===== config.mk =====
export PLATFORM = sky130hd
export DESIGN_NAME = rmsc_device_flat
export DESIGN_NICKNAME = d
export VERILOG_FILES = /design/src/hw/rmsc_pkg.sv /design/src/hw/rmsc_if.sv /design/src/hw/rmsc_device.sv /design/src/flat_wrapper.sv
export SDC_FILE = /design/constraint.sdc
export NUM_CORES = 1
export LEC_CHECK = 0
export BUFFER_PORTS_ARGS = -buffer_cell sky130_fd_sc_hd__buf_2
export CORE_ASPECT_RATIO = 1.4
export CORE_MARGIN = 4
export CORE_UTILIZATION = 35
export DETAILED_ROUTE_END_ITERATION = 7
export SLEW_MARGIN = 25
export SYNTH_ARGS = -nofsm -noshare
export SYNTH_HDL_FRONTEND = slang
export SYNTH_SLANG_ARGS = --single-unit

===== constraint.sdc =====
create_clock -name clk -period 4.8 [get_ports clk]
set_input_delay 0.96 -clock clk [delete_from_list [all_inputs] [get_ports clk]]
set_output_delay 0.96 -clock clk [all_outputs]
set_load 0.005 [all_outputs]

===== src/hw/rmsc_pkg.sv =====
package rmsc_pkg;
   // serial word layout
   localparam int WORD_W = 16;
   localparam int DATA_W = 13;
   localparam int ADDR_W = 3;
   localparam int CONV_W = 8;
   localparam int CONV_LSB = 1;
   // address codes
   localparam logic [2:0] ADDR_TEST = 3'h0;
   localparam logic [2:0] ADDR_A = 3'h1;
   localparam logic [2:0] ADDR_B = 3'h2;
   localparam logic [2:0] ADDR_C = 3'h3;
   localparam logic [2:0] ADDR_D = 3'h4;
   localparam logic [2:0] ADDR_E = 3'h5;
   // power-up values of the data fields, first bit sent in bit 12
   localparam logic [12:0] DEF_A = 13'h1ffe;
   localparam logic [12:0] DEF_B = 13'h02fe;
   localparam logic [12:0] DEF_C = 13'h1b28;
   localparam logic [12:0] DEF_D = 13'h10c2;
   localparam logic [12:0] DEF_E = 13'h0000;
   localparam logic [7:0] DEF_CONV = 8'h00;
   // field positions inside the 13-bit data field (b0 sits at 12)
   localparam int A_VC1 = 12;
   localparam int A_VC2 = 11;
   localparam int A_PLL1 = 10;
   localparam int A_PLL2 = 9;
   localparam int A_CP1 = 8;
   localparam int A_CP2 = 7;
   localparam int A_LD1 = 4;
   localparam int A_LD2 = 3;
   localparam int A_PB = 1;
   localparam int B_TX = 12;
   localparam int B_RX = 11;
   localparam int B_DAC = 9;
   localparam int B_DCE = 8;
   localparam int B_COM = 7;
   localparam int B_CAL = 2;
   // synchronised pin vector positions in the device
   localparam int PIN_W = 7;
   localparam int P_SCLK = 0;
   localparam int P_SDATA = 1;
   localparam int P_WSTB = 2;
   localparam int P_CSTB = 3;
   localparam int P_LOE = 4;
   localparam int P_TS = 5;
   localparam int P_RS = 6;
   // idle levels: mode lines high (sleep), strobes high, clock and data low
   localparam logic [PIN_W-1:0] PINS_IDLE = 7'h7c;
   // timing
   localparam int CLK_MHZ = 50;
   localparam int CLK_PERIOD_NS = 20;
   localparam int LOCK_TIME_US = 150;
   localparam int LOCK_CYC = LOCK_TIME_US * CLK_MHZ;
   localparam int LOCK_CNT_W = 16;
   localparam int SCLK_HALF_NS = 80;
   localparam int SCLK_HALF_CYC = (SCLK_HALF_NS + CLK_PERIOD_NS - 1) / CLK_PERIOD_NS;
   localparam int TICK_W = 8;
   // controller registers, byte addresses
   localparam logic [3:0] REG_CMD = 4'h0;
   localparam logic [3:0] REG_MODE = 4'h4;
   localparam logic [3:0] REG_STATUS = 4'h8;
   localparam logic [3:0] REG_MASK = 4'hc;
   localparam int CMD_SEL = 16;
   localparam int EV_W = 2;
   localparam int EV_DONE = 0;
   localparam int EV_REFUSED = 1;
   localparam int ST_BUSY = 2;
   localparam int ST_LOCK = 3;
   localparam int M_LOE = 0;
   localparam int M_TS = 1;
   localparam int M_RS = 2;
   localparam logic [2:0] MODE_RST = 3'h7;
   localparam logic [EV_W-1:0] EV_RST = 2'h0;

   typedef enum logic [1:0]
   {
      MODE_SLEEP = 2'b00,
      MODE_STANDBY = 2'b01,
      MODE_RECEIVE = 2'b10,
      MODE_TRANSMIT = 2'b11
   } rmsc_mode_type;

   typedef enum logic [2:0]
   {
      H_IDLE = 3'b000,
      H_LEAD = 3'b001,
      H_LOW = 3'b010,
      H_HIGH = 3'b011,
      H_TAIL = 3'b100,
      H_END = 3'b101
   } rmsc_hstate_type;
endpackage


===== src/hw/rmsc_if.sv =====
`timescale 1ns/1ps
`default_nettype none
interface rmsc_if;
   logic serial_clk;
   logic serial_data;
   logic word_strobe_n;
   logic converter_latch_strobe_n;
   logic receive_select;
   logic transmit_select;
   logic oscillator_enable_line;
   logic lock_indicator;

   modport dev
   (
      input serial_clk,
      input serial_data,
      input word_strobe_n,
      input converter_latch_strobe_n,
      input receive_select,
      input transmit_select,
      input oscillator_enable_line,
      output lock_indicator
   );

   modport ctl
   (
      output serial_clk,
      output serial_data,
      output word_strobe_n,
      output converter_latch_strobe_n,
      output receive_select,
      output transmit_select,
      output oscillator_enable_line,
      input lock_indicator
   );
endinterface
`default_nettype wire


===== src/hw/rmsc_device.sv =====
`timescale 1ns/1ps
`default_nettype none
module rmsc_device
#(
   parameter int LOCK_CYCLES = rmsc_pkg::LOCK_CYC
)
(
   // clock and reset
   input wire logic clk,
   input wire logic arst_n,
   // link to the controller
   rmsc_if.dev link,
   // decoded mode and circuit enables
   output rmsc_pkg::rmsc_mode_type mode,
   output logic osc1_en,
   output logic osc2_en,
   output logic rx_down_en,
   output logic tx_down_en,
   output logic wideband_en,
   output logic conv_en,
   output logic comp_en,
   output logic cal_tone_en,
   // latched control words and converter value
   output logic [12:0] word_a,
   output logic [12:0] word_b,
   output logic [12:0] word_c,
   output logic [12:0] word_d,
   output logic [12:0] word_e,
   output logic [7:0] conv_value
);
   import rmsc_pkg::*;

   typedef struct packed
   {
      logic [PIN_W-1:0] s1;
      logic [PIN_W-1:0] s2;
      logic [PIN_W-1:0] s3;
      logic [PIN_W-1:0] f;
      logic [WORD_W-1:0] shreg;
      logic [12:0] wa;
      logic [12:0] wb;
      logic [12:0] wc;
      logic [12:0] wd;
      logic [12:0] we;
      logic [7:0] conv;
      rmsc_mode_type mode;
      logic [LOCK_CNT_W-1:0] lock_cnt;
      logic locked;
      logic lock_out;
      logic osc1;
      logic osc2;
      logic rxd;
      logic txd;
      logic wbd;
      logic cnv;
      logic cmp;
      logic cal;
   } rmsc_dev_state_type;

   rmsc_dev_state_type r_r;
   rmsc_dev_state_type r_nxt;

   logic [PIN_W-1:0] pins;
   logic [PIN_W-1:0] rise;
   logic [12:0] dfield;
   logic [2:0] afield;
   rmsc_mode_type pmode;
   logic pb;
   logic osc_on;

   assign pins = {link.receive_select, link.transmit_select, link.oscillator_enable_line,
                  link.converter_latch_strobe_n, link.word_strobe_n, link.serial_data,
                  link.serial_clk};

   always_comb
   begin
      r_nxt = r_r;
      // three-stage sampling; a level counts once stages two and three agree
      r_nxt.s1 = pins;
      r_nxt.s2 = r_r.s1;
      r_nxt.s3 = r_r.s2;
      r_nxt.f = (r_r.s2 & r_r.s3) | (r_r.f & (r_r.s2 ^ r_r.s3));
      rise = r_nxt.f & ~r_r.f;
      dfield = r_r.shreg[WORD_W-1:ADDR_W];
      afield = r_r.shreg[ADDR_W-1:0];

      // bits shift in while either strobe is low, oldest falls out the top
      if (rise[P_SCLK] && (!r_r.f[P_WSTB] || !r_r.f[P_CSTB]))
      begin
         r_nxt.shreg = {r_r.shreg[WORD_W-2:0], r_r.f[P_SDATA]};
      end

      // word strobe works in every mode, including sleep
      if (rise[P_WSTB])
      begin
         case (afield)
            ADDR_A: r_nxt.wa = dfield;
            ADDR_B: r_nxt.wb = dfield;
            ADDR_C: r_nxt.wc = dfield;
            ADDR_D: r_nxt.wd = dfield;
            ADDR_E:
            begin
               r_nxt.we = dfield;
               r_nxt.conv = dfield[CONV_LSB+CONV_W-1:CONV_LSB];
            end
            default: r_nxt.wa = r_r.wa;
         endcase
      end
      else if (rise[P_CSTB] && r_r.wb[B_DCE])
      begin
         // address field is not looked at for this strobe
         r_nxt.conv = dfield[CONV_LSB+CONV_W-1:CONV_LSB];
         r_nxt.we = dfield;
      end

      // parallel decode; unlisted combinations fall back to sleep
      case ({r_r.f[P_RS], r_r.f[P_TS], r_r.f[P_LOE]})
         3'h6: pmode = MODE_STANDBY;
         3'h2: pmode = MODE_RECEIVE;
         3'h4: pmode = MODE_TRANSMIT;
         default: pmode = MODE_SLEEP;
      endcase
      // serial mode bits win over the lines; transmit has priority
      if (r_r.wb[B_TX])
      begin
         r_nxt.mode = MODE_TRANSMIT;
      end
      else if (r_r.wb[B_RX])
      begin
         r_nxt.mode = MODE_RECEIVE;
      end
      else
      begin
         r_nxt.mode = pmode;
      end

      // the reference bit gates every radio circuit
      pb = r_r.wa[A_PB];
      osc_on = (r_r.mode != MODE_SLEEP) && pb;
      r_nxt.osc1 = osc_on && r_r.wa[A_VC1] && r_r.wa[A_PLL1] && r_r.wa[A_CP1];
      r_nxt.osc2 = osc_on && r_r.wa[A_VC2] && r_r.wa[A_PLL2] && r_r.wa[A_CP2];
      r_nxt.rxd = pb && (r_r.mode == MODE_RECEIVE);
      r_nxt.txd = pb && (r_r.mode == MODE_TRANSMIT);
      r_nxt.wbd = pb && (r_r.mode == MODE_TRANSMIT);
      r_nxt.cnv = osc_on && r_r.wb[B_DAC];
      r_nxt.cmp = pb && r_r.wb[B_COM] &&
                  ((r_r.mode == MODE_STANDBY) || (r_r.mode == MODE_RECEIVE));
      r_nxt.cal = pb && r_r.wb[B_CAL] && (r_r.mode == MODE_STANDBY);

      // lock is a fixed settling time after the oscillators come on
      if (!(r_r.osc1 || r_r.osc2))
      begin
         r_nxt.lock_cnt = '0;
         r_nxt.locked = 1'b0;
      end
      else if (r_r.lock_cnt == LOCK_CNT_W'(LOCK_CYCLES))
      begin
         r_nxt.locked = 1'b1;
      end
      else
      begin
         r_nxt.lock_cnt = r_r.lock_cnt + 1'b1;
      end
      // both select bits clear disable the indicator, which then reads high
      if (!r_r.wa[A_LD1] && !r_r.wa[A_LD2])
      begin
         r_nxt.lock_out = 1'b1;
      end
      else
      begin
         r_nxt.lock_out = r_r.locked;
      end
   end

   always_ff @(posedge clk or negedge arst_n)
   begin
      if (!arst_n)
      begin
         r_r <= '0;
         // stages start at the idle pin levels, so no false clock edge follows reset
         r_r.s1 <= PINS_IDLE;
         r_r.s2 <= PINS_IDLE;
         r_r.s3 <= PINS_IDLE;
         r_r.f <= PINS_IDLE;
         r_r.wa <= DEF_A;
         r_r.wb <= DEF_B;
         r_r.wc <= DEF_C;
         r_r.wd <= DEF_D;
         r_r.we <= DEF_E;
         r_r.conv <= DEF_CONV;
         r_r.mode <= MODE_SLEEP;
         r_r.lock_out <= 1'b0;
      end
      else
      begin
         r_r <= r_nxt;
      end
   end

   assign link.lock_indicator = r_r.lock_out;
   assign mode = r_r.mode;
   assign osc1_en = r_r.osc1;
   assign osc2_en = r_r.osc2;
   assign rx_down_en = r_r.rxd;
   assign tx_down_en = r_r.txd;
   assign wideband_en = r_r.wbd;
   assign conv_en = r_r.cnv;
   assign comp_en = r_r.cmp;
   assign cal_tone_en = r_r.cal;
   assign word_a = r_r.wa;
   assign word_b = r_r.wb;
   assign word_c = r_r.wc;
   assign word_d = r_r.wd;
   assign word_e = r_r.we;
   assign conv_value = r_r.conv;
endmodule
`default_nettype wire


===== src/flat_wrapper.sv =====
// flat-port wrapper written by rule: the top's interface ports become plain ports
module rmsc_device_flat import rmsc_pkg::*;
#(
   parameter int LOCK_CYCLES = rmsc_pkg::LOCK_CYC
)
  (clk, arst_n, mode, osc1_en, osc2_en, rx_down_en, tx_down_en, wideband_en, conv_en, comp_en, cal_tone_en, word_a, word_b, word_c, word_d, word_e, conv_value, link_serial_clk, link_serial_data, link_word_strobe_n, link_converter_latch_strobe_n, link_receive_select, link_transmit_select, link_oscillator_enable_line, link_lock_indicator);
  rmsc_if link_i ();
  input wire logic clk;
  input wire logic arst_n;
  output rmsc_pkg::rmsc_mode_type mode;
  output logic osc1_en;
  output logic osc2_en;
  output logic rx_down_en;
  output logic tx_down_en;
  output logic wideband_en;
  output logic conv_en;
  output logic comp_en;
  output logic cal_tone_en;
  output logic [12:0] word_a;
  output logic [12:0] word_b;
  output logic [12:0] word_c;
  output logic [12:0] word_d;
  output logic [12:0] word_e;
  output logic [7:0] conv_value;
  input wire logic [$bits(link_i.serial_clk)-1:0] link_serial_clk;
  input wire logic [$bits(link_i.serial_data)-1:0] link_serial_data;
  input wire logic [$bits(link_i.word_strobe_n)-1:0] link_word_strobe_n;
  input wire logic [$bits(link_i.converter_latch_strobe_n)-1:0] link_converter_latch_strobe_n;
  input wire logic [$bits(link_i.receive_select)-1:0] link_receive_select;
  input wire logic [$bits(link_i.transmit_select)-1:0] link_transmit_select;
  input wire logic [$bits(link_i.oscillator_enable_line)-1:0] link_oscillator_enable_line;
  output wire logic [$bits(link_i.lock_indicator)-1:0] link_lock_indicator;
  assign link_i.serial_clk = link_serial_clk;
  assign link_i.serial_data = link_serial_data;
  assign link_i.word_strobe_n = link_word_strobe_n;
  assign link_i.converter_latch_strobe_n = link_converter_latch_strobe_n;
  assign link_i.receive_select = link_receive_select;
  assign link_i.transmit_select = link_transmit_select;
  assign link_i.oscillator_enable_line = link_oscillator_enable_line;
  assign link_lock_indicator = link_i.lock_indicator;
  rmsc_device #(.LOCK_CYCLES(LOCK_CYCLES)) u_core (.clk(clk), .arst_n(arst_n), .link(link_i), .mode(mode), .osc1_en(osc1_en), .osc2_en(osc2_en), .rx_down_en(rx_down_en), .tx_down_en(tx_down_en), .wideband_en(wideband_en), .conv_en(conv_en), .comp_en(comp_en), .cal_tone_en(cal_tone_en), .word_a(word_a), .word_b(word_b), .word_c(word_c), .word_d(word_d), .word_e(word_e), .conv_value(conv_value));
endmodule

==> results.md, run 1 <==
- The flow ran to the end, and the final reports show no timing, DRC or antenna violations.
- Summed over all cells, the static leakage comes to ~3.2 nW.
- The die covers roughly 0.019 mm^2.
- The average vias per placed instance is ~4.7.
- The routed layout has between 3k and 4k vias.
- Hold repair after CTS inserted 0 buffers.
- After clock tree synthesis, the clock-pin slew on the worst setup and hold paths is 60 ps.
- The initial cell density of the core is a little over a third.
- The total I/O pin count is slightly above 90.
- The number of slew-limit violations in the final report is 0.
- The final hold slack is around 350 ps.
- The data required time at the worst endpoint is approximately 5000 ps.
- The buffer cell driving the clock tree root is sky130_fd_sc_hd__clkbuf_16.
- The Yosys step of the flow raised 0 warnings.
- The synthesized design devotes to its leading area cell type between 30% and 40% of total area.
- The main flop type after synthesis is sky130_fd_sc_hd__dfrtp_1.
- Buffers added to address setup during post-CTS repair amount to 0.
- The number of clock sinks seen by CTS is approximately 140.
- The share of flip-flops with an asynchronous set or reset is 100%.
- Setup repair after global routing left no endpoint under its margin.
- Entering global routing, the biggest net connects around 110 pins.
- For this run, the register share of the synthesized area comes to 59.3%.
- The congestion estimate from routability-driven global placement came to between 0.7 and 0.8.
- In this run the remaining antenna-violating nets after routing total 0.
- The setup skew after layout is ~15 ps.
- STA classifies the critical path endpoint as a flop.
- The final cycle utilization of the critical path is 47.5%.
- In this run the number of H-tree levels came out at 4.
- Of all nets on the critical path, the largest fanout is 13.
- The initial antenna violation count is 0.
- The maximum VDD drop is slightly above 0.2 mV.
- After detailed routing, the total wire length is between 10 and 15 mm.
- Yosys mapped the design onto 42 distinct sky130hd cell types.
- The number of filler instances in the final layout is approximately 1.5k.
- The worst slew margin relative to its limit is about 34%.
- The first global-routing pass estimated about 18 mm of wire.
- The number of maximum-capacitance violations is 0.
- In this run the vertical extent of the chip is about 160 um.
- Synthesis inferred between 100 and 150 register bits.
- The worst reg2reg path startpoint is u_core.r_nxt[126].
- At the pin with the least slew margin, the transition time is 988 ps.
- Synthesis produced 430 cells.
- Synthesis produced a netlist with a net count of 452.
- The number of input and output port buffers inserted is approximately 90.
- The setup-violating endpoint count in the final report is 0.
- The power per standard cell area is 447 mW/mm^2.
- At the placement stage, the worst setup path has a slack of ~2200 ps.
- The achievable frequency is around 0.44 GHz.
- For this run the aggregate overflow at the end of global routing stands at 0.
- The smallest clock period supported by the final layout is computed as between 2000 and 2500 ps.
- The area of the placeable core is 0.0163 mm^2.
- For this run, the total global-route usage over all layers was measured as approximately 12%.
- The area growth from synthesis to layout is 12.4%.
- The clock tree from TritonCTS is done.
- No sink is reached through more buffers than the 2 on the longest clock path.
- The detailed placement HPWL is between 7 and 8 mm.
- The number of CTS-inserted buffers is 17.
- In this run the core area contains 55 standard-cell rows.
- The mean instance size in the synthesized netlist is roughly 14 um^2.
- The worst hold path startpoint is u_core.r_nxt[132].
- The number of instances resized during post-cts repair is 0.
- The number of DRC markers after the initial detailed-route iteration is 173.
- The worst setup path is of the flop to flop kind.
- The number of global-route vias before repair was between 3k and 4k.
- The final hold violation count came to 0.
- For this run, the post-layout net count is approximately 480.
- The synthesized design contains 0 enable-type register cells.
- The overall power consumption is approximately 2.9 mW.
- The average wire length per cell after detail routing is 16.6 um.
- The remaining design rule violation count is 0.
- The post-route setup TNS is 0 ps.
- The final worst setup slack is ~2500 ps.
- In this run the worst setup path begins at u_core.r_nxt[126].
- In the post-synthesis netlist, the biggest area contributors are sky130_fd_sc_hd__dfrtp_1 37%, sky130_fd_sc_hd__dfstp_2 22%, sky130_fd_sc_hd__mux2_2 16%, sky130_fd_sc_hd__buf_4 9.8%, sky130_fd_sc_hd__ha_1 2.8%.
- The startpoint type of the worst setup path is a flop.
- The biggest area contributor in the post-synthesis netlist is sky130_fd_sc_hd__dfrtp_1.
- The number of antenna diodes in the final layout is 0.
- The clock reaches the later pin of the worst-skew pair after 420 ps.
- The data arrival time of the worst path is 2570 ps.
- The first detailed-routing pass ran for 4 iterations.
- The floorplan step set the die width to 117 um.
- The worst min-delay path class is flop to flop.
- The ratio of cells with drive above 1 in the final layout is between 50% and 60%.
- The mapped netlist covers about 0.0058 mm^2.
## worst paths after layout
| kind | end | slack [ps] | cells after the start |
|---|---|---|---|
| min in group asynchronous | u_core.mode[1] | 650 | 1 |
| worst max-delay path | u_core.word_c[10] | 2520 | 4 |
| worst min-delay path | u_core.r_nxt[125] | 350 | 0 |
| worst max register to register | u_core.word_c[10] | 2520 | 4 |
| worst min register to register | u_core.r_nxt[125] | 350 | 0 |
| max in group asynchronous | u_core.word_b[5] | 3130 | 2 |
## power breakdown
group          switching, mW  total (mW)  internal [mW]
Combinational          0.116       0.269          0.153
Clock                  0.520        1.26          0.740
Sequential             0.123        1.41           1.29
## layer usage
metal,wire [um],global-route usage [%],vias up
met5,0,0,-
met4,153,4.23,0
met3,752,5.24,7
met2,5640,19.7,73
met1,4580,14.7,1615
li1,-,-,1468
## cell type report
type	instances	area (um^2)	area share [%]
repair buffers	95	492	7.48
clock buffers	19	443	6.74
well taps	199	249	3.79
flip-flops and latches	136	3470	52.8
clock inverters	13	134	2.04
inverters	10	37.5	0.571
multi-input cells	200	1750	26.6
## through the flow
step / util, % / std cells / cell area, um^2
floorplan: - / 430 / 5840
detailed placement: 36.7 / 640 / 5990
finish: 40.3 / 672 / 6570
global placement: 36.7 / 640 / 5990
CTS: 40.3 / 672 / 6570
global route: 40.3 / 672 / 6570
## synthesized netlist by cell type (2+ instances only)
cell type	number
sky130_fd_sc_hd__a21o_1	6
sky130_fd_sc_hd__a21oi_1	8
sky130_fd_sc_hd__a31o_2	2
sky130_fd_sc_hd__and2_1	2
sky130_fd_sc_hd__and3_1	2
sky130_fd_sc_hd__buf_1	2
sky130_fd_sc_hd__buf_2	4
sky130_fd_sc_hd__buf_4	76
sky130_fd_sc_hd__clkbuf_1	2
sky130_fd_sc_hd__dfrtp_1	86
sky130_fd_sc_hd__dfstp_2	50
sky130_fd_sc_hd__ha_1	13
sky130_fd_sc_hd__inv_1	10
sky130_fd_sc_hd__mux2_2	81
sky130_fd_sc_hd__nand2_1	11
sky130_fd_sc_hd__nand2b_1	2
sky130_fd_sc_hd__nand3_1	6
sky130_fd_sc_hd__nand3b_1	2
sky130_fd_sc_hd__nand4_1	3
sky130_fd_sc_hd__nor2_1	19
sky130_fd_sc_hd__nor3_1	4
sky130_fd_sc_hd__nor3b_1	2
sky130_fd_sc_hd__o21ai_0	7
sky130_fd_sc_hd__or2_2	2
sky130_fd_sc_hd__or3_1	5
sky130_fd_sc_hd__xnor2_1	7
## registers in the layout, summed over array words and instances (netlist names), 2 cells and up
register,flops
u_core.mode,2
u_core.word_c,13
u_core.word_e,6
u_core.dfield,13
u_core.afield,3
u_core.r_r,31
u_core.word_a,13
u_core.conv_value,7
u_core.word_b,13
u_core.word_d,13
u_core.r_nxt,14
## kinds of logic after synthesis
family / Yosys count / share of synthesized area (%)
AND/OR/NAND/NOR: 71 / 7.11
buffers and inverters: 94 / 11.0
flip-flops: 136 / 59.3
AO/OA/AOI/OAI: 27 / 2.98
multiplexers: 82 / 15.8
adder cells (fa/ha/maj): 13 / 2.78
XOR/XNOR: 7 / 1.05
## worst max-delay path, stage by stage (launching register included)
cell	delay, ps
sky130_fd_sc_hd__dfstp_2	530
sky130_fd_sc_hd__ha_1	190
sky130_fd_sc_hd__nor3b_1	320
sky130_fd_sc_hd__nand3_1	620
sky130_fd_sc_hd__mux2_2	510
## cells in the final DEF (no fill, tap or decap), types with 4 or more instances in the layout
| cell type | instances |
|---|---|
| sky130_fd_sc_hd__o21ai_0 | 6 |
| sky130_fd_sc_hd__dfrtp_1 | 86 |
| sky130_fd_sc_hd__nor2_1 | 17 |
| sky130_fd_sc_hd__inv_6 | 5 |
| sky130_fd_sc_hd__nand3_1 | 6 |
| sky130_fd_sc_hd__ha_1 | 13 |
| sky130_fd_sc_hd__or3_1 | 5 |
| sky130_fd_sc_hd__inv_1 | 10 |
| sky130_fd_sc_hd__dfstp_2 | 50 |
| sky130_fd_sc_hd__buf_2 | 91 |
| sky130_fd_sc_hd__xnor2_1 | 7 |
| sky130_fd_sc_hd__clkbuf_16 | 17 |
| sky130_fd_sc_hd__a21oi_1 | 8 |
| sky130_fd_sc_hd__nand2_1 | 11 |
| sky130_fd_sc_hd__mux2_2 | 81 |
| sky130_fd_sc_hd__nor3_1 | 4 |
| sky130_fd_sc_hd__a21o_1 | 6 |
No activity file was read; power rests on OpenSTA's default activity.
==> run 2, diff against run 1 <==
==> constraint.sdc (replaced) <==
create_clock -name clk -period 2.04 [get_ports clk]
set_input_delay 0.408 -clock clk [delete_from_list [all_inputs] [get_ports clk]]
set_output_delay 0.408 -clock clk [all_outputs]
set_load 0.005 [all_outputs]
==> results.md, run 2 (synthesis gave the netlist of run 1 again) <==
- The remaining antenna violation count was 0 (unchanged).
- The kind of capture point of the worst setup path was a flop (unchanged).
- The achievable frequency is 0.537 GHz (was 0.439 GHz).
- The number of slew-limit violations in the final report is 0 (unchanged).
- The startpoint type of the worst setup path is a flop (unchanged).
- The data required time at the worst endpoint is 2330 ps (was 5100 ps).
- The register share of total power was 47.9% (was 48.0%).
- The final hold slack came to 92.9 ps (was 350 ps).
- The final weighted congestion of routability-driven global placement came to 0.744 (was 0.754).
- The detailed placement HPWL is 8.07 mm (was 7.63 mm).
- The number of vias in the routed layout is 3214 (was 3163).
- The critical-path maximum fanout is 9 (was 13).
- The maximum VDD drop came to 0.571 mV (was 0.207 mV).
- The power per standard cell area was 1030 mW/mm^2 (was 447 mW/mm^2).
- The number of maximum-capacitance violations is 0 (unchanged).
- The number of cell rows came to 55 (unchanged).
- The remaining global-route overflow is 0 (unchanged).
- The footprint of the multi-input gates is 0.00175 mm^2 (unchanged).
- The final cycle utilization of the critical path came to 91.3% (was 47.5%).
- The switching share of power is 25.7% (was 25.8%).
- The time the final worst path needs with I/O delays and setup is 1860 ps (was 2280 ps).
- The worst reg2reg path startpoint is u_core.r_nxt[126] (unchanged).
- Commonest cells after routing, fill and taps aside: 91 x sky130_fd_sc_hd__buf_2, 86 x sky130_fd_sc_hd__dfrtp_1, 81 x sky130_fd_sc_hd__mux2_2 (unchanged).
- The most common library cell in the layout ignoring fill and taps is sky130_fd_sc_hd__buf_2 (unchanged).
- The start point of the critical path is u_core.r_nxt[126] (unchanged).
- The leakage power figure came to 3.28 nW (was 3.20 nW).
- The flip-flop and latch area is 0.00347 mm^2 (unchanged).
- The internal power is 5.15 mW (was 2.18 mW).
- The total routing resource utilization after global routing is 12.8% (was 12.3%).
- The number of H-tree levels was 4 (unchanged).
- The data arrival time of the worst path is 2150 ps (was 2570 ps).
- The number of flip-flops in the largest register is 31 (unchanged).
- The number of DRC markers after the initial detailed-route iteration is 124 (was 173).
- The number of global-route vias before repair is 3464 (was 3305).
- The total I/O pin count is 93 (unchanged).
- The remaining design rule violation count was 0 (unchanged).
- The fraction of power consumed by the clock network is 42.6% (was 42.9%).
- The largest net degree at the start of global routing came to 50 (was 109).
- The die span in x was 117 um (unchanged).
- The largest register by flop count is u_core.r_r (unchanged).
- The clock insertion delay at the later pin of the skew report is 410 ps (was 420 ps).
- The CTS clock-pin slew for the worst setup and hold paths is 60 ps (about the same).
- The final hold violation count came to 0 (unchanged).
- The worst hold path startpoint was link_word_strobe_n (was u_core.r_nxt[132]).
- The clock tree from TritonCTS is done (unchanged).
- The number of input and output port buffers inserted is 92 (unchanged).
- The count of buffers added by post-CTS timing repair for setup is 0 (unchanged).
- The area of the placeable core is 0.0163 mm^2 (unchanged).
- The setup-violating endpoint count in the final report is 0 (unchanged).
- The full die area came to 0.0189 mm^2 (unchanged).
- The worst min-delay path class is input port to flop (was flop to flop).
- The average wire length per cell after detail routing is 16.5 um (was 16.6 um).
- The ratio of cells with drive above 1 in the final layout is 58.4% (was 57.3%).
- The buffer depth of the longest clock path was 2 (unchanged).
- The buffer cell driving the clock tree root is sky130_fd_sc_hd__clkbuf_16 (unchanged).
- The path type of the worst setup path is flop to flop (unchanged).
- Status: finished clean (unchanged).
- The post-route setup TNS is 0 ps (unchanged).
- The die boundary height is 161 um (unchanged).
- The synthesis-to-finish area growth is 14.8% (was 12.4%).
- The number of clock sinks seen by CTS was 136 (unchanged).
- The initial cell density of the core is 35.8% (unchanged).
- The transition at the pin with the smallest max-transition slack is 664 ps (was 988 ps).
- The global-route wire length before repair is 18.4 mm (was 17.8 mm).
- Unrepaired setup endpoints after global routing: false (unchanged).
- The overall routed net length is 11.3 mm (was 11.1 mm).
- The combinational group share of total power is 9.5% (was 9.1%).
- The number of CTS-inserted buffers is 17 (unchanged).
- The number of filler instances in the final layout came to 1488 (was 1524).
- The net total in the final layout is 497 (was 482).
- The initial antenna violation count is 0 (unchanged).
- The average vias per placed instance is 4.68 (was 4.71).
- The worst slew margin relative to its limit is 55.5% (was 33.9%).
- The switching power total is 1.78 mW (was 0.759 mW).
- The number of detailed-routing iterations run before antenna repair is 4 (unchanged).
- The setup skew after layout came to 7.96 ps (was 15.1 ps).
- The number of diodes added for antenna fixing was 0 (unchanged).
run 2: final cells by class:
type                    count  area share, %
multi-input cells         200           26.1
inverters                  10          0.559
clock inverters            14           2.07
repair buffers            110           9.38
flip-flops and latches    136           51.7
clock buffers              18           6.55
well taps                 199           3.71
run 2: through the flow:
step	util (%)	power [mW]	std cells	area (um^2)	worst slack [ps]
after floorplan	-	3.80	430	5840	91.3
after global placement	37.5	4.01	654	6120	144
after detailed placement	37.5	4.04	654	6120	66.2
after CTS	41.1	7.04	687	6700	47.1
after global routing	41.1	7.28	687	6710	63.7
final	41.1	6.93	687	6710	177
run 2: power by group through the flow:
stage	clock, mW	combinational [mW]	sequential [mW]
6_report	2.95	0.660	3.32
2_1_floorplan	0	0.558	3.24
5_1_grt	3.17	0.743	3.36
3_5_place_dp	0	0.677	3.36
4_1_cts	3.04	0.682	3.32
3_3_place_gp	0	0.665	3.35
run 2: repair_timing:
action / CTS / global route
setup endpoints to repair: 0 / 8
hold buffers: 1 / 0
gates resized for setup: 0 / 1
endpoints found under the hold margin: 38 / 0
run 2: worst paths after layout:
| kind | to | slack, ps | cells after the start |
|---|---|---|---|
| worst max-delay path | u_core.word_b[12] | 180 | 6 |
| worst min-delay path | u_core.r_nxt[133] | 90 | 1 |
| worst max register to register | u_core.word_b[12] | 180 | 6 |
| worst min register to register | u_core.r_nxt[125] | 350 | 0 |
| max in group asynchronous | u_core.word_d[12] | 810 | 3 |
| min in group asynchronous | u_core.mode[0] | 520 | 2 |
run 2: routing by layer:
metal,part of all wire (%),track usage [%]
met1,40,14.4
met2,52,21.5
met3,6.3,5.39
met4,1.2,4.23
met5,0,0
run 2: critical path, cell delays in order (launching register included):
cell and delay (ps):
sky130_fd_sc_hd__dfstp_2 530, sky130_fd_sc_hd__ha_1 180, sky130_fd_sc_hd__nor3b_2 250, sky130_fd_sc_hd__nand2_1 80, sky130_fd_sc_hd__nor2_1 130, sky130_fd_sc_hd__buf_4 210
sky130_fd_sc_hd__mux2_2 350
